--- src/core/adcsq_pkg.sv ---
// Package for the converter sequence status and result format block.
package adcsq_pkg;

   // -----------------------------------------------------------------
   // Register map
   // -----------------------------------------------------------------
   localparam logic [3:0] ADDR_CONTROL_TWO   = 4'h2;
   localparam logic [3:0] ADDR_CONTROL_THREE = 4'h3;
   localparam logic [3:0] ADDR_CONTROL_FOUR  = 4'h4;
   localparam logic [3:0] ADDR_SEQ_START     = 4'h5;
   localparam logic [3:0] ADDR_SEQ_STATUS    = 4'h6;
   localparam logic [3:0] ADDR_RSVD_TEST     = 4'h8;
   localparam logic [3:0] ADDR_FORMAT_CFG    = 4'hA;
   localparam logic [3:0] ADDR_IRQ_STATUS    = 4'hC;
   localparam logic [3:0] ADDR_IRQ_MASK      = 4'hE;

   // -----------------------------------------------------------------
   // Field positions
   // -----------------------------------------------------------------
   localparam int BIT_SEQ_DONE  = 7;
   localparam int BIT_TRIG_OVR  = 5;
   localparam int BIT_RES_OVR   = 4;
   localparam int CNT_MSB       = 2;
   // Format configuration register fields.
   localparam int BIT_LOW_RES   = 0;
   localparam int BIT_RJUST     = 1;
   localparam int BIT_SIGNED    = 2;
   localparam int BIT_FIFO      = 3;
   localparam int BIT_FAST_FLAG_CLEAR      = 4;
   localparam int BIT_SCAN      = 5;
   localparam int BIT_MULTI     = 6;
   localparam int BIT_TRIG_LVL  = 7;
   // Sequence start register: channel code in the low three bits.
   localparam int CHAN_MSB      = 2;
   // Interrupt event positions.
   localparam int IRQ_SEQ_DONE  = 0;
   localparam int IRQ_TRIG_OVR  = 1;
   localparam int IRQ_RES_OVR   = 2;

   localparam logic [7:0]  RESET_BYTE  = 8'h00;
   localparam logic [15:0] RESET_WORD  = 16'h0000;
   localparam logic [7:0]  TEST_RD_VAL = 8'h00;
   localparam logic [2:0]  CNT_ZERO    = 3'h0;
   localparam logic [2:0]  CNT_ONE     = 3'h1;

   typedef struct packed {
      logic [3:0] addr;
      logic [7:0] wdata;
      logic       wr;
      logic       rd;
   } adcsq_bus_type;

   typedef struct packed {
      logic       valid;
      logic [9:0] code;
      logic [2:0] chan;
   } adcsq_conv_type;

   typedef enum logic [1:0] {
      SQ_IDLE = 2'b00,
      SQ_RUN  = 2'b01
   } adcsq_state_type;

endpackage : adcsq_pkg

--- src/core/adcsq_top.sv ---
// Sequence status, channel select and result formatting logic.
//
// The strobed register port was left to the implementer.
`timescale 1ns/1ns
//
// Contract
// - Results placed at bits 15..8, 15..6, 7..0 or 9..0 by format.
// - Right justified results are always unsigned; signed select ignored.
// - Left justified signed result is unsigned with MSB inverted.
// - Three bit channel code selects analog input zero through seven.
// - Sequence done flag, status bit 7, sets at each sequence end.
// - Done flag clears on write one, start write, or fast read clear.
// - Edge trigger during a running sequence sets overrun flag bit 5.
// - Trigger overrun clears on write one or control two..five write.
// - Result overrun bit 4 sets when writing an unacknowledged result.
// - Result overrun clears on write one or a written or triggered sequence start, not a scan restart.
// - Conversion counter in status bits 2..0, read only to software.
// - Without FIFO mode the counter zeroes at sequence start and end.
// - In FIFO mode the counter keeps running and wraps past seven.
// - Control two..five writes clear the counter even in FIFO mode.
// - Test register reads unpredictable; writes only in special mode.
// - Multi channel mode increments channel code, wrapping seven to zero.
// - Scan bit zero runs one sequence; one runs sequences continuously.
module adcsq_top (
   input  wire logic                   clk,          // 10 MHz clock
   input  wire logic                   sys_rst,      // Sync reset, high
   input  wire adcsq_pkg::adcsq_bus_type bus,        // Register request
   output logic [7:0]                  rdata,        // Read data
   input  wire logic                   special_mode, // Special mode strap
   input  wire logic                   ext_trig,     // Trigger pin
   input  wire logic                   conv_valid,   // Conversion done
   input  wire logic [9:0]             conv_code,    // Raw result code
   input  wire logic                   result_read,  // Result reg read
   input  wire logic [7:0]             ccf_flags,    // Done flags
   output logic [3:0]                  seq_len,      // Conversions/seq
   output logic                        conv_req,     // Converter request
   output logic [2:0]                  chan_sel,     // Channel code
   output logic [7:0]                  chan_onehot,  // Decoded input
   output logic [15:0]                 result_word,  // Formatted result
   output logic                        result_we,    // Result write
   output logic [2:0]                  result_idx,   // Target register
   output logic                        irq           // Interrupt level
);
   import adcsq_pkg::*;

   // -----------------------------------------------------------------
   // Helper functions
   // -----------------------------------------------------------------
   function automatic logic [15:0] fmt_result(input logic [9:0] code,
                                              input logic       low_res,
                                              input logic       rjust,
                                              input logic       sgn);
      logic [9:0] c;
      c = code;
      if (!rjust && sgn) begin
         if (low_res) c[9] = ~c[9];
         else         c[9] = ~c[9];
      end
      if (rjust) begin
         if (low_res) return {8'h00, code[9:2]};
         else         return {6'h00, code};
      end
      if (low_res) return {c[9:2], 8'h00};
      return {c, 6'h00};
   endfunction : fmt_result

   function automatic logic [7:0] decode_chan(input logic [2:0] code);
      decode_chan = 8'h01 << code;
   endfunction : decode_chan

   // -----------------------------------------------------------------
   // Register writes and configuration
   // -----------------------------------------------------------------
   logic [7:0] cfg_q;
   logic [7:0] test_q;
   logic [2:0] start_chan_q;
   logic [3:0] len_q;
   logic [2:0] irq_stat_q;
   logic [2:0] irq_mask_q;
   logic       sq_done_q;
   logic       trig_ovr_q;
   logic       res_ovr_q;
   logic [2:0] cnt_q;

   // Write decodes shared by the sequence control and the flags. An
   // abort write and a start write never meet in one cycle, as the bus
   // carries one address at a time.
   logic wr_start;   // Start a new sequence
   logic wr_abort;   // Control two, three or four write
   logic wr_status;  // Status register write
   logic wr_cfg;     // Format configuration write
   logic wr_len;     // Sequence length write
   logic wr_mask;    // Interrupt mask write
   logic wr_irq;     // Interrupt status write
   logic wr_test;    // Reserved test register write
   assign wr_start  = bus.wr && bus.addr == ADDR_SEQ_START;
   assign wr_abort  = bus.wr && (bus.addr == ADDR_CONTROL_TWO ||
                      bus.addr == ADDR_CONTROL_THREE ||
                      bus.addr == ADDR_CONTROL_FOUR);
   assign wr_status = bus.wr && bus.addr == ADDR_SEQ_STATUS;
   assign wr_cfg    = bus.wr && bus.addr == ADDR_FORMAT_CFG;
   assign wr_len    = bus.wr && bus.addr == ADDR_CONTROL_THREE;
   assign wr_mask   = bus.wr && bus.addr == ADDR_IRQ_MASK;
   assign wr_irq    = bus.wr && bus.addr == ADDR_IRQ_STATUS;
   assign wr_test   = bus.wr && bus.addr == ADDR_RSVD_TEST;

   always_ff @(posedge clk) begin
      if (sys_rst) begin
         cfg_q        <= RESET_BYTE;
         start_chan_q <= CNT_ZERO;
         len_q        <= 4'h8;
         irq_mask_q   <= 3'h0;
      end else begin
         if (wr_cfg) begin
            cfg_q <= bus.wdata;
         end
         if (wr_len) begin
            len_q <= bus.wdata[3:0];
         end
         if (wr_start) begin
            start_chan_q <= bus.wdata[CHAN_MSB:0];
         end
         if (wr_mask) begin
            irq_mask_q <= bus.wdata[2:0];
         end
      end
   end

   // The mode strap is a pin and passes two stages before use.
   logic mode_s1_q, mode_s2_q;
   always_ff @(posedge clk) begin
      if (sys_rst) begin
         mode_s1_q <= 1'b0;
         mode_s2_q <= 1'b0;
      end else begin
         mode_s1_q <= special_mode;
         mode_s2_q <= mode_s1_q;
      end
   end

   // Test register holds writes only while the part is in special mode.
   // In normal mode it reads as a fixed pattern; its read value is not
   // defined for software, so either choice is safe for a user.
   always_ff @(posedge clk) begin
      if (sys_rst) begin
         test_q <= RESET_BYTE;
      end else if (wr_test && mode_s2_q) begin
         test_q <= bus.wdata;
      end
   end

   // -----------------------------------------------------------------
   // Trigger input synchroniser and edge detect
   // -----------------------------------------------------------------
   logic trig_s1_q, trig_s2_q, trig_s3_q;
   always_ff @(posedge clk) begin
      if (sys_rst) begin
         trig_s1_q <= 1'b0;
         trig_s2_q <= 1'b0;
         trig_s3_q <= 1'b0;
      end else begin
         trig_s1_q <= ext_trig;
         trig_s2_q <= trig_s1_q;
         trig_s3_q <= trig_s2_q;
      end
   end
   logic trig_evt;
   assign trig_evt = cfg_q[BIT_TRIG_LVL] ? trig_s2_q
                                         : (trig_s2_q && !trig_s3_q);

   // -----------------------------------------------------------------
   // Sequence control
   // -----------------------------------------------------------------
   adcsq_state_type st_q;
   logic [3:0] done_cnt_q;
   logic [2:0] chan_q;
   logic       last_conv, seq_end, trig_start, seq_begin;

   assign last_conv  = conv_valid && st_q == SQ_RUN &&
                       done_cnt_q + 4'h1 >= len_q;
   assign seq_end    = last_conv && !wr_abort && !wr_start;
   assign trig_start = trig_evt && st_q == SQ_IDLE && !wr_start;
   assign seq_begin  = wr_start || trig_start;

   // An abort wins over a conversion finishing in the same cycle, so a
   // cut sequence never reports itself done.
   always_ff @(posedge clk) begin
      if (sys_rst) begin
         st_q       <= SQ_IDLE;
         done_cnt_q <= 4'h0;
         chan_q     <= CNT_ZERO;
      end else if (wr_abort) begin
         st_q <= SQ_IDLE;
      end else if (seq_begin) begin
         st_q       <= SQ_RUN;
         done_cnt_q <= 4'h0;
         chan_q     <= wr_start ? bus.wdata[CHAN_MSB:0] : start_chan_q;
      end else if (conv_valid && st_q == SQ_RUN) begin
         if (cfg_q[BIT_MULTI]) begin
            chan_q <= chan_q + CNT_ONE;
         end
         if (last_conv) begin
            done_cnt_q <= 4'h0;
            if (cfg_q[BIT_SCAN]) begin
               chan_q <= start_chan_q;
            end else begin
               st_q <= SQ_IDLE;
            end
         end else begin
            done_cnt_q <= done_cnt_q + 4'h1;
         end
      end
   end

   // -----------------------------------------------------------------
   // Conversion counter
   // -----------------------------------------------------------------
   // The counter names the register that the next result lands in. Any
   // control write clears it, so software sees a known value after one.
   always_ff @(posedge clk) begin
      if (sys_rst) begin
         cnt_q <= CNT_ZERO;
      end else if (wr_abort || wr_start) begin
         cnt_q <= CNT_ZERO;
      end else if (!cfg_q[BIT_FIFO] && (trig_start || seq_end)) begin
         cnt_q <= CNT_ZERO;
      end else if (conv_valid && st_q == SQ_RUN) begin
         cnt_q <= cnt_q + CNT_ONE;
      end
   end

   // -----------------------------------------------------------------
   // Result output
   // -----------------------------------------------------------------
   // Strobe and data leave flip-flops together, one cycle after the
   // conversion, so the receiver always sees them aligned.
   always_ff @(posedge clk) begin
      if (sys_rst) begin
         result_word <= RESET_WORD;
         result_we   <= 1'b0;
         result_idx  <= CNT_ZERO;
      end else begin
         result_we <= conv_valid && st_q == SQ_RUN;
         if (conv_valid && st_q == SQ_RUN) begin
            result_idx  <= cnt_q;
            result_word <= fmt_result(conv_code, cfg_q[BIT_LOW_RES],
                                      cfg_q[BIT_RJUST], cfg_q[BIT_SIGNED]);
         end
      end
   end

   // -----------------------------------------------------------------
   // Status flags; a set in the same cycle as a write-one or fast read clear wins.
   // -----------------------------------------------------------------
   logic res_ovr_evt;   // Result written over an unacknowledged one
   logic trig_ovr_evt;  // Extra trigger edge while a sequence runs
   logic clr_done;      // Any clear of the sequence done flag
   logic clr_trig;      // Any clear of the trigger overrun flag
   logic clr_res;       // Any clear of the result overrun flag
   assign res_ovr_evt  = conv_valid && st_q == SQ_RUN && ccf_flags[cnt_q];
   assign trig_ovr_evt = !cfg_q[BIT_TRIG_LVL] && trig_evt &&
                         st_q == SQ_RUN && !wr_abort && !wr_start;

   // A zero in a flag position of a status write leaves that flag alone.
   assign clr_done = (wr_status && bus.wdata[BIT_SEQ_DONE]) || wr_start ||
                     (cfg_q[BIT_FAST_FLAG_CLEAR] && result_read);
   assign clr_trig = (wr_status && bus.wdata[BIT_TRIG_OVR]) || wr_abort ||
                     wr_start;
   assign clr_res  = (wr_status && bus.wdata[BIT_RES_OVR]) || seq_begin;

   always_ff @(posedge clk) begin
      if (sys_rst) begin
         sq_done_q <= 1'b0;
      end else if (seq_end) begin
         sq_done_q <= 1'b1;
      end else if (clr_done) begin
         sq_done_q <= 1'b0;
      end
   end

   always_ff @(posedge clk) begin
      if (sys_rst) begin
         trig_ovr_q <= 1'b0;
      end else if (trig_ovr_evt) begin
         trig_ovr_q <= 1'b1;
      end else if (clr_trig) begin
         trig_ovr_q <= 1'b0;
      end
   end

   always_ff @(posedge clk) begin
      if (sys_rst) begin
         res_ovr_q <= 1'b0;
      end else if (res_ovr_evt) begin
         res_ovr_q <= 1'b1;
      end else if (clr_res) begin
         res_ovr_q <= 1'b0;
      end
   end

   // -----------------------------------------------------------------
   // Interrupt status, write one to clear, set wins.
   // -----------------------------------------------------------------
   logic [2:0] irq_evt;
   assign irq_evt = {res_ovr_evt, trig_ovr_evt, seq_end};
   always_ff @(posedge clk) begin
      if (sys_rst) begin
         irq_stat_q <= 3'h0;
      end else if (wr_irq) begin
         irq_stat_q <= (irq_stat_q & ~bus.wdata[2:0]) | irq_evt;
      end else begin
         irq_stat_q <= irq_stat_q | irq_evt;
      end
   end
   assign irq = |(irq_stat_q & irq_mask_q);

   // -----------------------------------------------------------------
   // Read port
   // -----------------------------------------------------------------
   // Reads have no side effect on any flag; the fast clear comes from
   // the result read pin, not from this port.
   always_ff @(posedge clk) begin
      if (sys_rst) rdata <= RESET_BYTE;
      else if (bus.rd) begin
         unique case (bus.addr)
            ADDR_SEQ_STATUS: rdata <= {sq_done_q, 1'b0, trig_ovr_q,
                                       res_ovr_q, 1'b0, cnt_q};
            ADDR_RSVD_TEST:  rdata <= mode_s2_q ? test_q
                                                : TEST_RD_VAL;
            ADDR_FORMAT_CFG: rdata <= cfg_q;
            ADDR_CONTROL_THREE: rdata <= {4'h0, len_q};
            ADDR_SEQ_START:  rdata <= {5'h00, start_chan_q};
            ADDR_IRQ_STATUS: rdata <= {5'h00, irq_stat_q};
            ADDR_IRQ_MASK:   rdata <= {5'h00, irq_mask_q};
            default:         rdata <= RESET_BYTE;
         endcase
      end
   end

   assign seq_len     = len_q;
   assign conv_req    = st_q == SQ_RUN;
   assign chan_sel    = chan_q;
   assign chan_onehot = decode_chan(chan_q);

endmodule : adcsq_top

--- config.mk ---
export PLATFORM = sky130hd
export DESIGN_NAME = adcsq_top
export DESIGN_NICKNAME = d
export VERILOG_FILES = /design/src/core/adcsq_pkg.sv /design/src/core/adcsq_top.sv
export SDC_FILE = /design/constraint.sdc
export NUM_CORES = 1
export LEC_CHECK = 0
export ABC_CLOCK_PERIOD_IN_PS = 3600
export BUFFER_PORTS_ARGS = -buffer_cell sky130_fd_sc_hd__buf_4
export CORE_MARGIN = 10
export CORE_UTILIZATION = 59
export DETAILED_ROUTE_END_ITERATION = 7
export GPL_ROUTABILITY_DRIVEN = 0
export PLACE_DENSITY = 0.95
export REMOVE_ABC_BUFFERS = 1
export SLEW_MARGIN = 15
export SYNTH_ARGS = -nofsm -noshare
export SYNTH_HDL_FRONTEND = slang
export SYNTH_SLANG_ARGS = --single-unit
--- constraint.sdc ---
create_clock -name clk -period 3.6 [get_ports clk]
set_input_delay 0.54 -clock clk [delete_from_list [all_inputs] [get_ports clk]]
set_output_delay 0.54 -clock clk [all_outputs]
set_load 0.05 [all_outputs]
==> flow_summary.ini <==
[clock_tree]
cts_tree = yes
root_buffer = clkbuf_8
htreeDepth = 3
post-cts-setup-buffers = 0
clock_sinks = 76
cts_resized = 0
clock_latency_ns = 0.35
cts_buffers = 9
cts-hold-fix-buffers = 0
clk_pin_slew_ns = 0.08
clockBufferDepth = 2

[logic_synthesis]
ys_warn_count = 0
yosys-top-cells-area = dfxtp_1, mux2i_1, nand2_1, a21oi_1, ha_1
synthDistinctLibCells = 55
synth_cells = 440
synth_top_area_share_pct = 39.9
async_flop_share_pct = 0
synth_area_per_cell_sq_um = 8.66
synth_edf_count = 0
ys_ff_latch = 76
netlist_top_cells_count = dfxtp_1, nand2_1, a21oi_1, nor2_1, o21ai_0
synth_ff_type = dfxtp_1
synth_area_sq_um = 3810
synth_most_common_cell = dfxtp_1
yosys.area.top_type = dfxtp_1
seq_area_frac_synth_pct = 39.9

[pwr]
max-vdd-ir-drop_mv = 0.301
power_leakage_nw = 1.91
power_density_nw_per_um2 = 411

[worst_setup_path]
path_cells = nand3_1, xnor2_1, ha_1, a21oi_1, o21ai_1, a211oi_2, nand4b_1, a31oi_1
rr_worst_depth = 8
slowest_stage = a211oi_2
cp.depth = 8
worstPathArrival_ns = 2.52
critPathRequiredTime_ns = 3.87
r2r_slack_ns = 1.35
reg2reg_from = done_cnt_q[2]
crit_buf_inv = 0
critPathMaxFanout = 5
crit_type = reg2reg
setup.worst_path.end_class = flip-flop
slowest_delay_ns = 0.44
worstReg2RegEnd = done_cnt_q[2]
cp-start-kind = flip-flop
crit_family = compound AO/OA/AOI/OAI gates

[global_route]
grt_overflow = 0
grt_max_degree = 62
grt_pass1_wl_microns = 17200
antenna_found_initial = 0
grtUsageTotal_pct = 20.8
first_global_vias = 3583

[floorplanning]
die-area_sq_um = 10100
ios = 83
core_sq_um = 6310
die_x_microns = 100
die_y_microns = 100
rows = 29
start_util_pct = 60.4

[hold_path]
hold_depth = 2
min_from = special_mode
hp-class = in2reg
min_to = mode_s1_q

[place]
place_hpwl_microns = 7890
place_ws_ns = 1.38
port_buffers = 82

[timing]
worst_pin_slew_ns = 0.989
fin_crit_sh_pct = 62.6
finalClockSkew_ns = 0.00943
setup_slack_ns = 1.35
tns_ns = 0
maxSlewViolCount = 0
final.min_clock_period_ns = 2.25
hold_viol_final = 0
rsz0062_at_grt = false
setup_viol = 0
fmax_mhz = 444
relSlewSlack_pct = 34.1

[route]
drtIter0Drc = 320
via_per_inst = 6.12
num_vias = 3594
antenna_left = 0
firstDrtPassIters = 5
avgRoutedWirePerCell_microns = 18.2
wl_microns = 10700
drc = 0

[final_layout]
drive_above_1_share_pct = 22.4
multi_input_area_sq_um = 2080
nNetsFinal = 555
seq_area_sq_um = 1520
fillCellCount = 453
antennaDiodeCount = 0
area_growth_pct = 20.9

[run_status]
status = completed

[flow_run]
drv_cap = 0
## per-stage QoR
stage / area (sq um) / instances / power (W) / utilization (%) / hold WS, ns
2_1_floorplan: 3650 / 411 / 0.00105 / - / 0.414
3_3_place_gp: 4370 / 571 / 0.00115 / 69.3 / 0.422
3_5_place_dp: 4370 / 571 / 0.00116 / 69.3 / 0.430
4_1_cts: 4610 / 587 / 0.00189 / 73.0 / 0.401
5_1_grt: 4610 / 587 / 0.00195 / 73.0 / 0.399
6_report: 4610 / 587 / 0.00189 / 73.0 / 0.399
## final cells by class
cell class	count	share of cell area [%]
multi-input cells	321	45.2
flip-flops and latches	76	33.0
clock buffers	11	3.29
well taps	77	2.09
clock inverters	5	1.79
inverters	14	1.14
repair buffers	83	13.5
## layer usage
layer | up-vias | track usage, % | wire, microns
met5 | - | 0 | 0
met4 | 0 | 9.24 | 360
met3 | 43 | 5.91 | 883
met2 | 182 | 36.4 | 5510
met1 | 1678 | 22.9 | 3930
li1 | 1691 | - | -
## kinds of logic after synthesis
kind of cell | share of synthesized area, %
simple gates | 21.1
compound gates | 20.5
flops | 39.9
buf+inv | 5.48
mux | 7.52
fa+ha+maj | 3.94
xor+xnor | 1.61
## power breakdown
group,switching [W],internal [W]
clock,0.000314,0.000431
sequential,0.0000207,0.000856
combinational,0.000172,0.0000992
total,0.000507,0.00139
## worst register-to-register path: stages (launching register included)
cell      delay [ns]
dfxtp_1         0.42
nand3_1         0.14
xnor2_1         0.24
ha_1            0.29
a21oi_1         0.15
o21ai_1         0.18
a211oi_2        0.44
nand4b_1        0.15
a31oi_1         0.17
## registers in the layout, summed over array words and instances (netlist names), 3 cells and up
name and count:
result_word 16, chan_sel 3, irq_mask_q 3, cnt_q 3
rdata 8, irq_stat_q 3, seq_len 4, start_chan_q 3
done_cnt_q 4, result_idx 3, cfg_q 8, test_q 8
## how the worst max path moves through the flow
| stage | startpoint | end | slack, ns |
|---|---|---|---|
| after floorplan | chan_sel[0] | chan_onehot[1] | 1.36 |
| after global placement | bus[13] | test_q[0] | 1.48 |
| after detailed placement | bus[13] | test_q[0] | 1.38 |
| after CTS | done_cnt_q[2] | done_cnt_q[2] | 1.38 |
| after global routing | done_cnt_q[2] | done_cnt_q[2] | 1.13 |
| final | done_cnt_q[2] | done_cnt_q[2] | 1.35 |
## placed cells by master (no fill, tap or decap), types with 4 or more instances in the layout
| cell type | instances |
|---|---|
| a21oi_1 | 39 |
| nand3b_1 | 7 |
| xor2_1 | 4 |
| o2bb2ai_1 | 4 |
| nor3b_1 | 6 |
| buf_4 | 83 |
| and2_1 | 4 |
| ha_1 | 12 |
| inv_1 | 14 |
| o21ai_1 | 4 |
| a22oi_1 | 10 |
| o21ai_0 | 24 |
| o211ai_1 | 4 |
| dfxtp_1 | 76 |
| nand2_1 | 57 |
| nand3_1 | 15 |
| clkbuf_8 | 11 |
| nor2_1 | 32 |
| o22ai_1 | 6 |
| a211oi_1 | 4 |
| mux2i_1 | 23 |
| nor2b_1 | 18 |
Power figures use the tool's default switching activity.
